===== src/core/lnkctl_pkg.sv =====
// package: register map, field positions, resets and carrier types for the link control block
package lnkctl_pkg;
	localparam logic [11:0] LINK_CONTROL_OFFSET  = 12'h07C;
	localparam logic [15:0] LINK_CONTROL_RESET   = 16'h0000;
	localparam int          EXT_SYNC_BIT         = 7;
	localparam int          SHARED_REFCLK_BIT    = 6;
	localparam int          RETRAIN_BIT          = 5;
	localparam int          LINK_OFF_BIT         = 4;
	localparam int          BOUNDARY_BIT         = 3;
	localparam int          APM_LSB              = 0;
	localparam logic [15:0] LINK_CONTROL_WR_MASK = 16'h00D3;
	localparam logic [15:0] FTS_EXT_COUNT        = 16'h1000;
	localparam logic [15:0] FTS_NORMAL_COUNT     = 16'h0000;
	localparam logic [15:0] TS1_EXT_COUNT        = 16'h0400;
	localparam logic [15:0] TS1_NORMAL_COUNT     = 16'h0000;
	localparam logic [2:0]  EXIT_LAT_MAX         = 3'h7;
	localparam logic [7:0]  PORT_LOW_ID          = 8'h02;

	typedef enum logic [1:0] {
		LNKCTL_APM_DISABLED,
		LNKCTL_APM_L0S,
		LNKCTL_APM_RESERVED,
		LNKCTL_APM_L0S_L1
	} lnkctl_apm_t;

	typedef struct packed {
		logic        valid;
		logic        write;
		logic [7:0]  device;
		logic [2:0]  function_num;
		logic [11:0] offset;
		logic [3:0]  byteEnable;
		logic [31:0] writeData;
	} lnkctl_cfg_req_t;

	typedef struct packed {
		logic        extSync;
		logic        sharedRefclk;
		logic        linkOff;
		lnkctl_apm_t apmCtrl;
	} lnkctl_ctrl_t;

	typedef struct packed {
		logic [15:0] ftsCount;
		logic        skpAfterFts;
		logic [15:0] ts1Count;
		logic [2:0]  l0sExitLat;
		logic [2:0]  l1ExitLat;
	} lnkctl_train_t;
endpackage


===== src/core/lnkctl_latency.sv =====
// exit latency and ordered-set counts derived from control settings
`timescale 1ns/100ps
module lnkctl_latency #(
	parameter logic [2:0] L0S_LAT_ASYNC  = 3'h7,
	parameter logic [2:0] L0S_LAT_COMMON = 3'h7,
	parameter logic [2:0] L1_LAT_ASYNC   = 3'h7,
	parameter logic [2:0] L1_LAT_COMMON  = 3'h7
) (
	input  wire logic                    extSync,
	input  wire logic                    sharedRefclk,
	output lnkctl_pkg::lnkctl_train_t    train
);
	import lnkctl_pkg::*;

	always_comb begin
		train.ftsCount    = extSync ? FTS_EXT_COUNT : FTS_NORMAL_COUNT;
		train.skpAfterFts = extSync;
		train.ts1Count    = extSync ? TS1_EXT_COUNT : TS1_NORMAL_COUNT;
		train.l0sExitLat  = sharedRefclk ? L0S_LAT_COMMON : L0S_LAT_ASYNC;
		train.l1ExitLat   = sharedRefclk ? L1_LAT_COMMON : L1_LAT_ASYNC;
	end
endmodule


===== src/core/lnkctl_regs.sv =====
// link control register for one root port with config-space access
`timescale 1ns/100ps
module lnkctl_regs #(
	parameter logic [7:0] PORT_DEVICE    = 8'h02,
	parameter logic       COMBINED_UPPER = 1'b0
) (
	input  wire logic                    mclk,
	input  wire logic                    rst,
	input  wire lnkctl_pkg::lnkctl_cfg_req_t cfgReq,
	input  wire logic                    combineActive,
	output      logic                    cfgReadValid,
	output      logic [31:0]             cfgReadData,
	output      lnkctl_pkg::lnkctl_ctrl_t    ctrl,
	output      logic                    retrainStart,
	output      lnkctl_pkg::lnkctl_train_t   train
);
	import lnkctl_pkg::*;

	// stored controls; retrain, boundary and reserved bits have no storage
	logic          extSyncBit;
	logic          sharedRefclkBit;
	logic          linkOffBit;
	logic [1:0]    apmField;
	logic [15:0]   linkControl;
	logic          hit;
	logic          readHit;
	logic          writeLow;
	logic [15:0]   readView;
	lnkctl_train_t next_train;
	// registered copies handed to the link logic
	logic          ctrlExtSync;
	logic          ctrlSharedRefclk;
	logic          ctrlLinkOff;
	lnkctl_apm_t   ctrlApm;
	logic [15:0]   trainFts;
	logic          trainSkp;
	logic [15:0]   trainTs1;
	logic [2:0]    trainL0sLat;
	logic [2:0]    trainL1Lat;

	function automatic logic [15:0] lnkctl_view(input logic [15:0] stored);
		lnkctl_view = stored & LINK_CONTROL_WR_MASK;
	endfunction

	// request aimed at this register of this port
	function automatic logic lnkctl_decode(
		input lnkctl_cfg_req_t req,
		input logic [7:0]      device,
		input logic            stepAside
	);
		lnkctl_decode = req.valid && req.device == device && req.function_num == 3'h0
			&& req.offset == LINK_CONTROL_OFFSET && !stepAside;
	endfunction

	// byte lane 0 carries every writable bit
	function automatic logic lnkctl_lane_write(
		input lnkctl_cfg_req_t req,
		input logic            sel
	);
		lnkctl_lane_write = sel && req.write && req.byteEnable[0];
	endfunction

	// upper port of a combined pair steps aside
	always_comb begin
		hit      = lnkctl_decode(cfgReq, PORT_DEVICE, COMBINED_UPPER && combineActive);
		readHit  = hit && !cfgReq.write;
		writeLow = lnkctl_lane_write(cfgReq, hit);
		readView = lnkctl_view(linkControl);
	end

	// image of the register; unstored bits sit at their reset level
	always_comb begin
		linkControl                    = LINK_CONTROL_RESET;
		linkControl[EXT_SYNC_BIT]      = extSyncBit;
		linkControl[SHARED_REFCLK_BIT] = sharedRefclkBit;
		linkControl[LINK_OFF_BIT]      = linkOffBit;
		linkControl[APM_LSB +: 2]      = apmField;
	end

	always_ff @(posedge mclk) begin
		if (rst) begin
			extSyncBit <= LINK_CONTROL_RESET[EXT_SYNC_BIT];
		end else if (writeLow) begin
			extSyncBit <= cfgReq.writeData[EXT_SYNC_BIT];
		end
	end

	always_ff @(posedge mclk) begin
		if (rst) begin
			sharedRefclkBit <= LINK_CONTROL_RESET[SHARED_REFCLK_BIT];
		end else if (writeLow) begin
			sharedRefclkBit <= cfgReq.writeData[SHARED_REFCLK_BIT];
		end
	end

	always_ff @(posedge mclk) begin
		if (rst) begin
			linkOffBit <= LINK_CONTROL_RESET[LINK_OFF_BIT];
		end else if (writeLow) begin
			linkOffBit <= cfgReq.writeData[LINK_OFF_BIT];
		end
	end

	always_ff @(posedge mclk) begin
		if (rst) begin
			apmField <= LINK_CONTROL_RESET[APM_LSB +: 2];
		end else if (writeLow) begin
			apmField <= cfgReq.writeData[APM_LSB +: 2];
		end
	end

	always_ff @(posedge mclk) begin
		if (rst) begin
			retrainStart <= 1'b0;
		end else begin
			retrainStart <= writeLow && cfgReq.writeData[RETRAIN_BIT];
		end
	end

	always_ff @(posedge mclk) begin
		if (rst) begin
			cfgReadValid <= 1'b0;
		end else begin
			cfgReadValid <= readHit;
		end
	end

	// data bus rests at zero between answers
	always_ff @(posedge mclk) begin
		if (rst) begin
			cfgReadData <= 32'h0000_0000;
		end else if (readHit) begin
			cfgReadData <= {16'h0000, readView};
		end else begin
			cfgReadData <= 32'h0000_0000;
		end
	end

	// control copies lag the stored image by one clock
	always_ff @(posedge mclk) begin
		if (rst) begin
			ctrlExtSync <= 1'b0;
		end else begin
			ctrlExtSync <= extSyncBit;
		end
	end

	always_ff @(posedge mclk) begin
		if (rst) begin
			ctrlSharedRefclk <= 1'b0;
		end else begin
			ctrlSharedRefclk <= sharedRefclkBit;
		end
	end

	always_ff @(posedge mclk) begin
		if (rst) begin
			ctrlLinkOff <= 1'b0;
		end else begin
			ctrlLinkOff <= linkOffBit;
		end
	end

	always_ff @(posedge mclk) begin
		if (rst) begin
			ctrlApm <= LNKCTL_APM_DISABLED;
		end else begin
			ctrlApm <= lnkctl_apm_t'(apmField);
		end
	end

	// power state field reaches link logic as ctrl.apmCtrl, like the other controls
	always_comb begin
		ctrl.extSync      = ctrlExtSync;
		ctrl.sharedRefclk = ctrlSharedRefclk;
		ctrl.linkOff      = ctrlLinkOff;
		ctrl.apmCtrl      = ctrlApm;
	end

	lnkctl_latency u_latency (
		.extSync      (linkControl[EXT_SYNC_BIT]),
		.sharedRefclk (linkControl[SHARED_REFCLK_BIT]),
		.train        (next_train)
	);

	always_ff @(posedge mclk) begin
		if (rst) begin
			trainFts <= 16'h0000;
		end else begin
			trainFts <= next_train.ftsCount;
		end
	end

	always_ff @(posedge mclk) begin
		if (rst) begin
			trainSkp <= 1'b0;
		end else begin
			trainSkp <= next_train.skpAfterFts;
		end
	end

	always_ff @(posedge mclk) begin
		if (rst) begin
			trainTs1 <= 16'h0000;
		end else begin
			trainTs1 <= next_train.ts1Count;
		end
	end

	always_ff @(posedge mclk) begin
		if (rst) begin
			trainL0sLat <= 3'h0;
		end else begin
			trainL0sLat <= next_train.l0sExitLat;
		end
	end

	always_ff @(posedge mclk) begin
		if (rst) begin
			trainL1Lat <= 3'h0;
		end else begin
			trainL1Lat <= next_train.l1ExitLat;
		end
	end

	// counts and latencies handed out together
	always_comb begin
		train.ftsCount    = trainFts;
		train.skpAfterFts = trainSkp;
		train.ts1Count    = trainTs1;
		train.l0sExitLat  = trainL0sLat;
		train.l1ExitLat   = trainL1Lat;
	end
endmodule


===== config.mk =====
export PLATFORM = sky130hd
export DESIGN_NAME = lnkctl_regs
export DESIGN_NICKNAME = d
export VERILOG_FILES = /design/src/core/lnkctl_pkg.sv /design/src/core/lnkctl_latency.sv /design/src/core/lnkctl_regs.sv
export SDC_FILE = /design/constraint.sdc
export NUM_CORES = 1
export LEC_CHECK = 0
export ABC_AREA = 1
export BUFFER_PORTS_ARGS = -buffer_cell sky130_fd_sc_hd__buf_4
export CAP_MARGIN = 0
export CORE_UTILIZATION = 35
export DETAILED_ROUTE_END_ITERATION = 10
export GPL_TIMING_DRIVEN = 0
export PLACE_DENSITY = 0.78
export REMOVE_ABC_BUFFERS = 1
export SYNTH_ARGS = -nofsm -noshare
export SYNTH_HDL_FRONTEND = slang
export SYNTH_SLANG_ARGS = --single-unit

===== constraint.sdc =====
create_clock -name mclk -period 2.4 [get_ports mclk]
set_clock_uncertainty 0.1 [all_clocks]
set_input_delay 0.48 -clock mclk [delete_from_list [all_inputs] [get_ports mclk]]
set_output_delay 0.48 -clock mclk [all_outputs]
set_load 0.02 [all_outputs]

== After elaboration in Yosys (flattened, before gate mapping) ==
Cells that the tools add are included.

* Bits in registers: 79
* Latch bits: 0
* Bits in writable memories: 0
* ROM bits: 0
* Output and inout bits: 78
* Word-level logic and storage cells: 31
* Memories: 0

* Add/sub/neg operators: 0
* Multiply operators: 0
* Div/mod/pow operators: 0
* Magnitude comparators: 0
* Equal/unequal tests: 2
* Shift operators: 0
* Muxes and demuxes: 3
* Bitwise gates (word level): 1
* Reductions and logical operators: 10

{| class="wikitable"
|+ Operators with widths
! kind !! count
|-
| 2-to-1 mux 13 bit || 1
|-
| == test 12 x 7 -> 1 bit (second input constant) || 1
|-
| 2-to-1 mux 11 bit || 1
|-
| == test 8 x 2 -> 1 bit (second input constant) || 1
|-
| logical AND 1 bit || 7
|-
| zero test 3 bit || 1
|-
| 2-to-1 mux 3 bit || 1
|-
| OR reduction 2 bit || 1
|-
| zero test 1 bit || 1
|-
| NOT 1 bit || 1
|}

== Longest topological paths before layout ==
Gate-level depths: netlist (run 1).

* Depth in word-level cells: 7
* Gate-level depth with buffers: 8

== By module ==
Synthesis (run 1) repeated with hierarchy kept, for this count alone.

* Cell total of the unflattened synthesis: 313
* Area total of the unflattened synthesis: 2391.0 um^2

{| class="wikitable"
|+ Modules (own cells, without submodules)
! module !! instances !! cells each !! area an instance (um^2) !! seq. area each (um^2)
|-
| lnkctl_regs || 1 || 272 || 2090.8 || 1121.1
|-
| lnkctl_latency || 1 || 41 || 300.3 || 0.0
|}

== Least setup slack after synthesis (run 1) ==
OpenSTA, ideal clock, no wires.

* Kind: input -> register
* From: in cfgReq[54] (netlist bit)
* To: reg apmField[0]
* Arrival time: 1.108 ns
* Required time: 2.187 ns
* Setup slack: 1.079 ns
* Stages on the path: 8
* Buffers on the path: 0
* Cell sequence: nor2_1 nand2_1 inv_1 nand2_1 nor2_1 nand4_1 nand2_1 nor2_1

* Longest elaborated chain between the ends: 6

{| class="wikitable"
|+ RTL lines
! item !! line !! source
|-
| start: declaration || lnkctl_regs.sv:9 || <nowiki>input wire lnkctl_pkg::lnkctl_cfg_req_t cfgReq,</nowiki>
|-
| == test 8 x 2 -> 1 bit || lnkctl_regs.sv:51 || <nowiki>lnkctl_decode = req.valid && req.device == device && req.function_num == 3'h0</nowiki>
|-
| logical AND 1 bit (2 in series) || lnkctl_regs.sv:51 ||
|-
| logical AND 1 bit || lnkctl_regs.sv:52 || <nowiki>&& req.offset == LINK_CONTROL_OFFSET && !stepAside;</nowiki>
|-
| logical AND 1 bit (2 in series) || lnkctl_regs.sv:60 || <nowiki>lnkctl_lane_write = sel && req.write && req.byteEnable[0];</nowiki>
|-
| end signal: assignment || lnkctl_regs.sv:106 || <nowiki>apmField <= LINK_CONTROL_RESET[APM_LSB +: 2];</nowiki>
|-
| end signal: assignment || lnkctl_regs.sv:108 || <nowiki>apmField <= cfgReq.writeData[APM_LSB +: 2];</nowiki>
|-
| end: declaration || lnkctl_regs.sv:23 || <nowiki>logic [1:0] apmField;</nowiki>
|}

No other way between the ends.
A chain may end at the register's enable or synchronous reset.

==> results of run 1 <==
## through the flow
stage | worst slack [ns] | power, mW | utilization | area (µm²)
final | 0.987 | 0.697 | 0.439 | 1510
after global routing | 0.889 | 0.734 | 0.439 | 1510
after CTS | 0.976 | 0.702 | 0.439 | 1510
after detailed placement | 0.792 | 0.470 | 0.423 | 1460
after global placement | 0.828 | 0.469 | 0.423 | 1460
after floorplan | 0.782 | 0.413 | - | 995
## layer usage
layer / global-route usage / vias to the layer above / part of all wire / wire (µm)
met5: 0 / - / 0 / 0
met4: 0.0640 / 0 / 0.014 / 29
met3: 0.0255 / 4 / 0.11 / 227
met2: 0.204 / 63 / 0.53 / 1080
met1: 0.0925 / 389 / 0.34 / 692
li1: - / 519 / - / -
## registers in the layout (all words and copies together) (netlist names)
register,flops
apmField,2
ctrlLinkOff,1
trainFts,1
cfgReadData,5
linkOffBit,1
ctrlSharedRefclk,1
trainL1Lat,1
retrainStart,1
cfgReadValid,1
ctrlApm,2
extSyncBit,1
sharedRefclkBit,1
## how the worst min path moves through the flow
stage                     from               end  slack [ns]
6_report       sharedRefclkBit  ctrlSharedRefclk        0.35
5_1_grt                    rst        ctrlApm[0]        0.35
4_1_cts                    rst       ctrlLinkOff        0.35
3_5_place_dp        extSyncBit      trainFts[12]        0.34
3_3_place_gp   sharedRefclkBit  ctrlSharedRefclk        0.33
2_1_floorplan      apmField[0]        ctrlApm[0]        0.32
## worst min-delay path, cell delays in order (launching register included)
cell and delay (ns):
dfxtp_1 0.31, inv_1 0.06, nor2_1 0.04
## cell families (layout without fill, tap and decap cells)
group / Yosys count / in the layout
buffers and inverters: 95 / 85
AND/OR/NAND/NOR: 74 / 74
flip-flops: 18 / 18
other: 1 / 57
## layout make-up
class | instances | area share
well taps | 46 | 0.0380
repair buffers | 54 | 0.268
multi-input cells | 131 | 0.352
inverters | 27 | 0.0670
clock buffers | 4 | 0.0364
flip-flops and latches | 18 | 0.238
## synthesized netlist by cell type
| cell type | count | share of area |
|---|---|---|
| buf_4 | 68 | 0.39 |
| dfxtp_1 | 18 | 0.28 |
| nor2_1 | 38 | 0.11 |
| nor2_2 | 3 | 0.014 |
| conb_1 | 1 | 0.0029 |
| nand3_1 | 2 | 0.0077 |
| and3_1 | 1 | 0.0048 |
| nor2_4 | 1 | 0.0087 |
| nand3_2 | 1 | 0.0077 |
| nand4_1 | 6 | 0.029 |
| nand2_1 | 22 | 0.064 |
| inv_1 | 27 | 0.078 |
## report_power, final
part           total (mW)  leakage (nW)  switching [mW]  internal [mW]
Clock               0.232        0.0288          0.0864          0.145
Combinational       0.165         0.698           0.116         0.0489
Sequential          0.301         0.145         0.00131          0.300
Total               0.697         0.872           0.203          0.494
==> results.cfg, run 1 <==
[floorplan]
die_area_mm2 = 0.00395
dieWidth_um = 62.8
coreArea_mm2 = 0.00344
dieHeight_um = 62.8
start_util = 0.376
rows = 21
io_pins = 142

[finish]
drive_gt1_frac = 0.269
diodes = 0
instances_no_fill = 280
final_common_cell = conb_1
num-fill-cells = 374
seq_area_um2 = 360
nets = 299
layout_common_cells = conb_1 (57), buf_4 (54), nor2_1 (38)
area_growth_pct = 16.8
multi_input_area_um2 = 533

[sta]
finalHoldViolCount = 0
fin_crit_sh = 0.589
whs_ns = 0.348
setup_viol = 0
fin_crit_ns = 1.41
fmax_mhz = 708
rsz0062_at_grt = no
setup_total_negative_slack_ns = 0
slew_viol_final = 0

[synth]
synthAdderAreaFrac = 0
synth_cell_types = 12
syn-cell-area_mm2 = 0.00129
ys_ff_latch = 18
synth-simple-area-share = 0.246
synth_xor_area_frac = 0
synth_cells = 188
synth-compound-area-share = 0
yosysWarnings = 0
synth.avg_cell_area_um2 = 6.89
synthMuxAreaShare = 0
synth_top_family_by_area = buffers and inverters
yosysSeqAreaShare = 0.278

[clock_network]
post_cts_resized = 0
clock_path_buffers = 2
clk_latency_ns = 0.24
holdBufCountCts = 0
root_buffer = clkbuf_8
clk_pin_slew_worst_paths_ns = 0.06
cts_tree = done
cts_num_sinks = 18
numCtsBuffers = 3
cts_setup_buffers = 0
cts-htree-levels = 1

[route]
drt_wl_total_mm = 2.03
vias = 975
drtIter0Drc = 48
wl_per_cell_um = 7.25
ant_nets = 0
avgViaCountPerCell = 3.48
dr.pass1.iters = 4
drc_errors = 0

[global_routing]
grt_max_degree = 11
grt_pass1_wl_mm = 3.26
grtUsageTotal = 0.104
grt_pass1_vias = 858
antenna_found_initial = 0
gr-total-overflow = 0

[worst_setup_path]
slowest_stage = dfxtp_1
critPathBufInv = 1
rr_endpoint = apmField[1]
path_max_fanout = 6
startpoint = trainL1Lat[1]
critical_path_depth = 1
cpLargestDelayFamily = flip-flops
critPathCaptureType = primary output
max_stage_delay_ns = 0.41
crit_path_end = train[2]
cp.required_ns = 1.82
start_kind = flip-flop
ff2ff_path_depth = 2
crit_type = flip-flop to primary output
r2r-start = apmField[1]
rrSetupSlack_ns = 1.73
cp.arrival_ns = 0.83
path_cells = buf_4

[placement]
port_buffers = 54
dpl.hpwl_mm = 1.80
placed_cells = 276
routabilityCongestion = 0.768

[pwr]
power-per-cell-area_mw_per_mm2 = 461
power.leakage_nw = 0.872
peakVddDrop_mv = 0.169

[flow_run]
maxCapViolations = 0

[min_path]
hold_path_class = flip-flop to flip-flop
min_path_cells = 2

[status]
status = completed
Power figures use the tool's default switching activity.
==> inputs of run 2 (changes only) <==
--- a/config.mk
+++ b/config.mk
@@ -8,10 +8,10 @@
 export ABC_AREA = 1
 export BUFFER_PORTS_ARGS = -buffer_cell sky130_fd_sc_hd__buf_4
 export CAP_MARGIN = 0
-export CORE_UTILIZATION = 35
+export CORE_UTILIZATION = 31
 export DETAILED_ROUTE_END_ITERATION = 10
 export GPL_TIMING_DRIVEN = 0
-export PLACE_DENSITY = 0.78
+export PLACE_DENSITY = 0.73
 export REMOVE_ABC_BUFFERS = 1
 export SYNTH_ARGS = -nofsm -noshare
 export SYNTH_HDL_FRONTEND = slang
==> constraint.sdc (replaced) <==
create_clock -name mclk -period 1.3 [get_ports mclk]
set_clock_uncertainty 0.1 [all_clocks]
set_input_delay 0.26 -clock mclk [delete_from_list [all_inputs] [get_ports mclk]]
set_output_delay 0.26 -clock mclk [all_outputs]
set_load 0.02 [all_outputs]
==> run 2 against run 1 <==
  * Clock power is 57% higher
  * Largest power group unchanged
  * Largest cell class unchanged
  * Cell area is 0.58% lower
  * Sequential power is 85% higher
  * Count of clock-buffer cells in the layout is 1 lower
  * Routed wire length is 2.9% higher
  * Worst hold slack worse by 0.22 ns
  * Critical endpoint is now train[5]
  * Flip-flop and latch count stayed put
  * Worst setup slack worse by 0.88 ns
==> results.cfg, run 2 (synthesized netlist as in run 1, its figures left out) <==
[worst_setup_path]
slowest_stage = dfxtp_1
ff2ff_path_depth = 2
path_max_fanout = 6
critical_path_depth = 1
critPathBufInv = 1
critPathCaptureType = primary output
start_kind = flip-flop
crit_type = flip-flop to primary output
path_cells = buf_4
cp.arrival_ns = 0.83
cpLargestDelayFamily = flip-flops
max_stage_delay_ns = 0.41
cp.required_ns = 0.94

[finish]
reg_top3 = cfgReadData x5, apmField x2, ctrlApm x2
nets = 299
area_growth_pct = 16.1
largest_register = cfgReadData
utilization = 0.376
final_common_cell = conb_1
layout_common_cells = conb_1 (57), buf_4 (54), nor2_1 (38)
drive_gt1_frac = 0.266
largest_register_ffs = 5
diodes = 0
final_area_mm2 = 0.00150

[placement]
port_buffers = 54
place_area_mm2 = 0.00146
routabilityCongestion = 0.728
dpl.hpwl_mm = 1.89

[route]
drt_wl_total_mm = 2.09
drc_errors = 0
avgViaCountPerCell = 3.59
ant_nets = 0
dr.pass1.iters = 4
drtIter0Drc = 24
wl_per_cell_um = 7.38
vias = 1016

[flow_run]
maxCapViolations = 0

[global_routing]
grtUsageTotal = 0.0900
grt_pass1_wl_mm = 3.02
grt_pass1_vias = 756
grt_max_degree = 10
gr-total-overflow = 0
antenna_found_initial = 0

[clock_network]
holdBufCountCts = 0
post_cts_resized = 0
cts_setup_buffers = 0
root_buffer = clkbuf_8
cts_num_sinks = 18
clk_latency_ns = 0.24
cts-htree-levels = 1
clock_path_buffers = 2
numCtsBuffers = 3
cts_tree = done
clk_pin_slew_worst_paths_ns = 0.06

[floorplan]
rows = 23
io_pins = 142
coreArea_mm2 = 0.00400
die_area_mm2 = 0.00444
dieHeight_um = 66.6
start_util = 0.324
dieWidth_um = 66.6

[sta]
finalHoldViolCount = 0
whs_ns = 0.132
slew_viol_final = 0
fin_crit_sh = 0.918
rsz0062_at_grt = no
setup_viol = 0
fmax_mhz = 838
fin_crit_ns = 1.19

[pwr]
power-per-cell-area_mw_per_mm2 = 814
total_power_mw = 1.22
power.leakage_nw = 0.864
peakVddDrop_mv = 0.279

[status]
status = completed

[min_path]
min_path_cells = 2
hold_path_class = input port to flip-flop
==> run 2: cell types whose count changed in the layout (fill, tap and decap cells not counted) <==
| cell | previous run | this run |
|---|---|---|
| clkbuf_8 | 4 | 3 |
==> run 2: metrics by stage <==
stage	std cells	setup slack [ns]	TNS, ns
5_1_grt	283	0.0289	0
4_1_cts	283	0.0999	0
3_5_place_dp	280	-0.0900	-0.422
6_report	283	0.107	0
3_3_place_gp	280	-0.0591	-0.277
2_1_floorplan	176	-0.0978	-0.587
==> run 2: layout make-up <==
cell class	count	area, µm²
Fill cell	424	2500
Multi-Input combinational cell	131	533
Timing Repair Buffer	54	405
Sequential cell	18	360
Inverter	27	101
Tap cell	50	62.6
Clock buffer	3	41.3
==> run 2: layer usage <==
metal	GRT usage	vias up	wire length (µm)	part of all wire
li1	-	517	-	-
met1	0.0882	434	695	0.33
met3	0.00514	2	196	0.094
met2	0.179	63	1180	0.56
met5	0	-	0	0
met4	0.0559	0	17	0.0081
==> run 2: final timing paths <==
kind                                 startpoint              end  slack [ns]
worst max register to register  sharedRefclkBit  sharedRefclkBit        0.64
worst min-delay path                        rst      ctrlLinkOff        0.13
worst max-delay path              trainL1Lat[1]         train[5]        0.11
worst min register to register      apmField[1]       ctrlApm[1]        0.35
==> run 2: where the power goes <==
group | leakage [nW] | switching [mW] | internal, mW
Clock | 0.0216 | 0.159 | 0.205
Sequential | 0.145 | 0.00239 | 0.553
Combinational | 0.698 | 0.213 | 0.0903
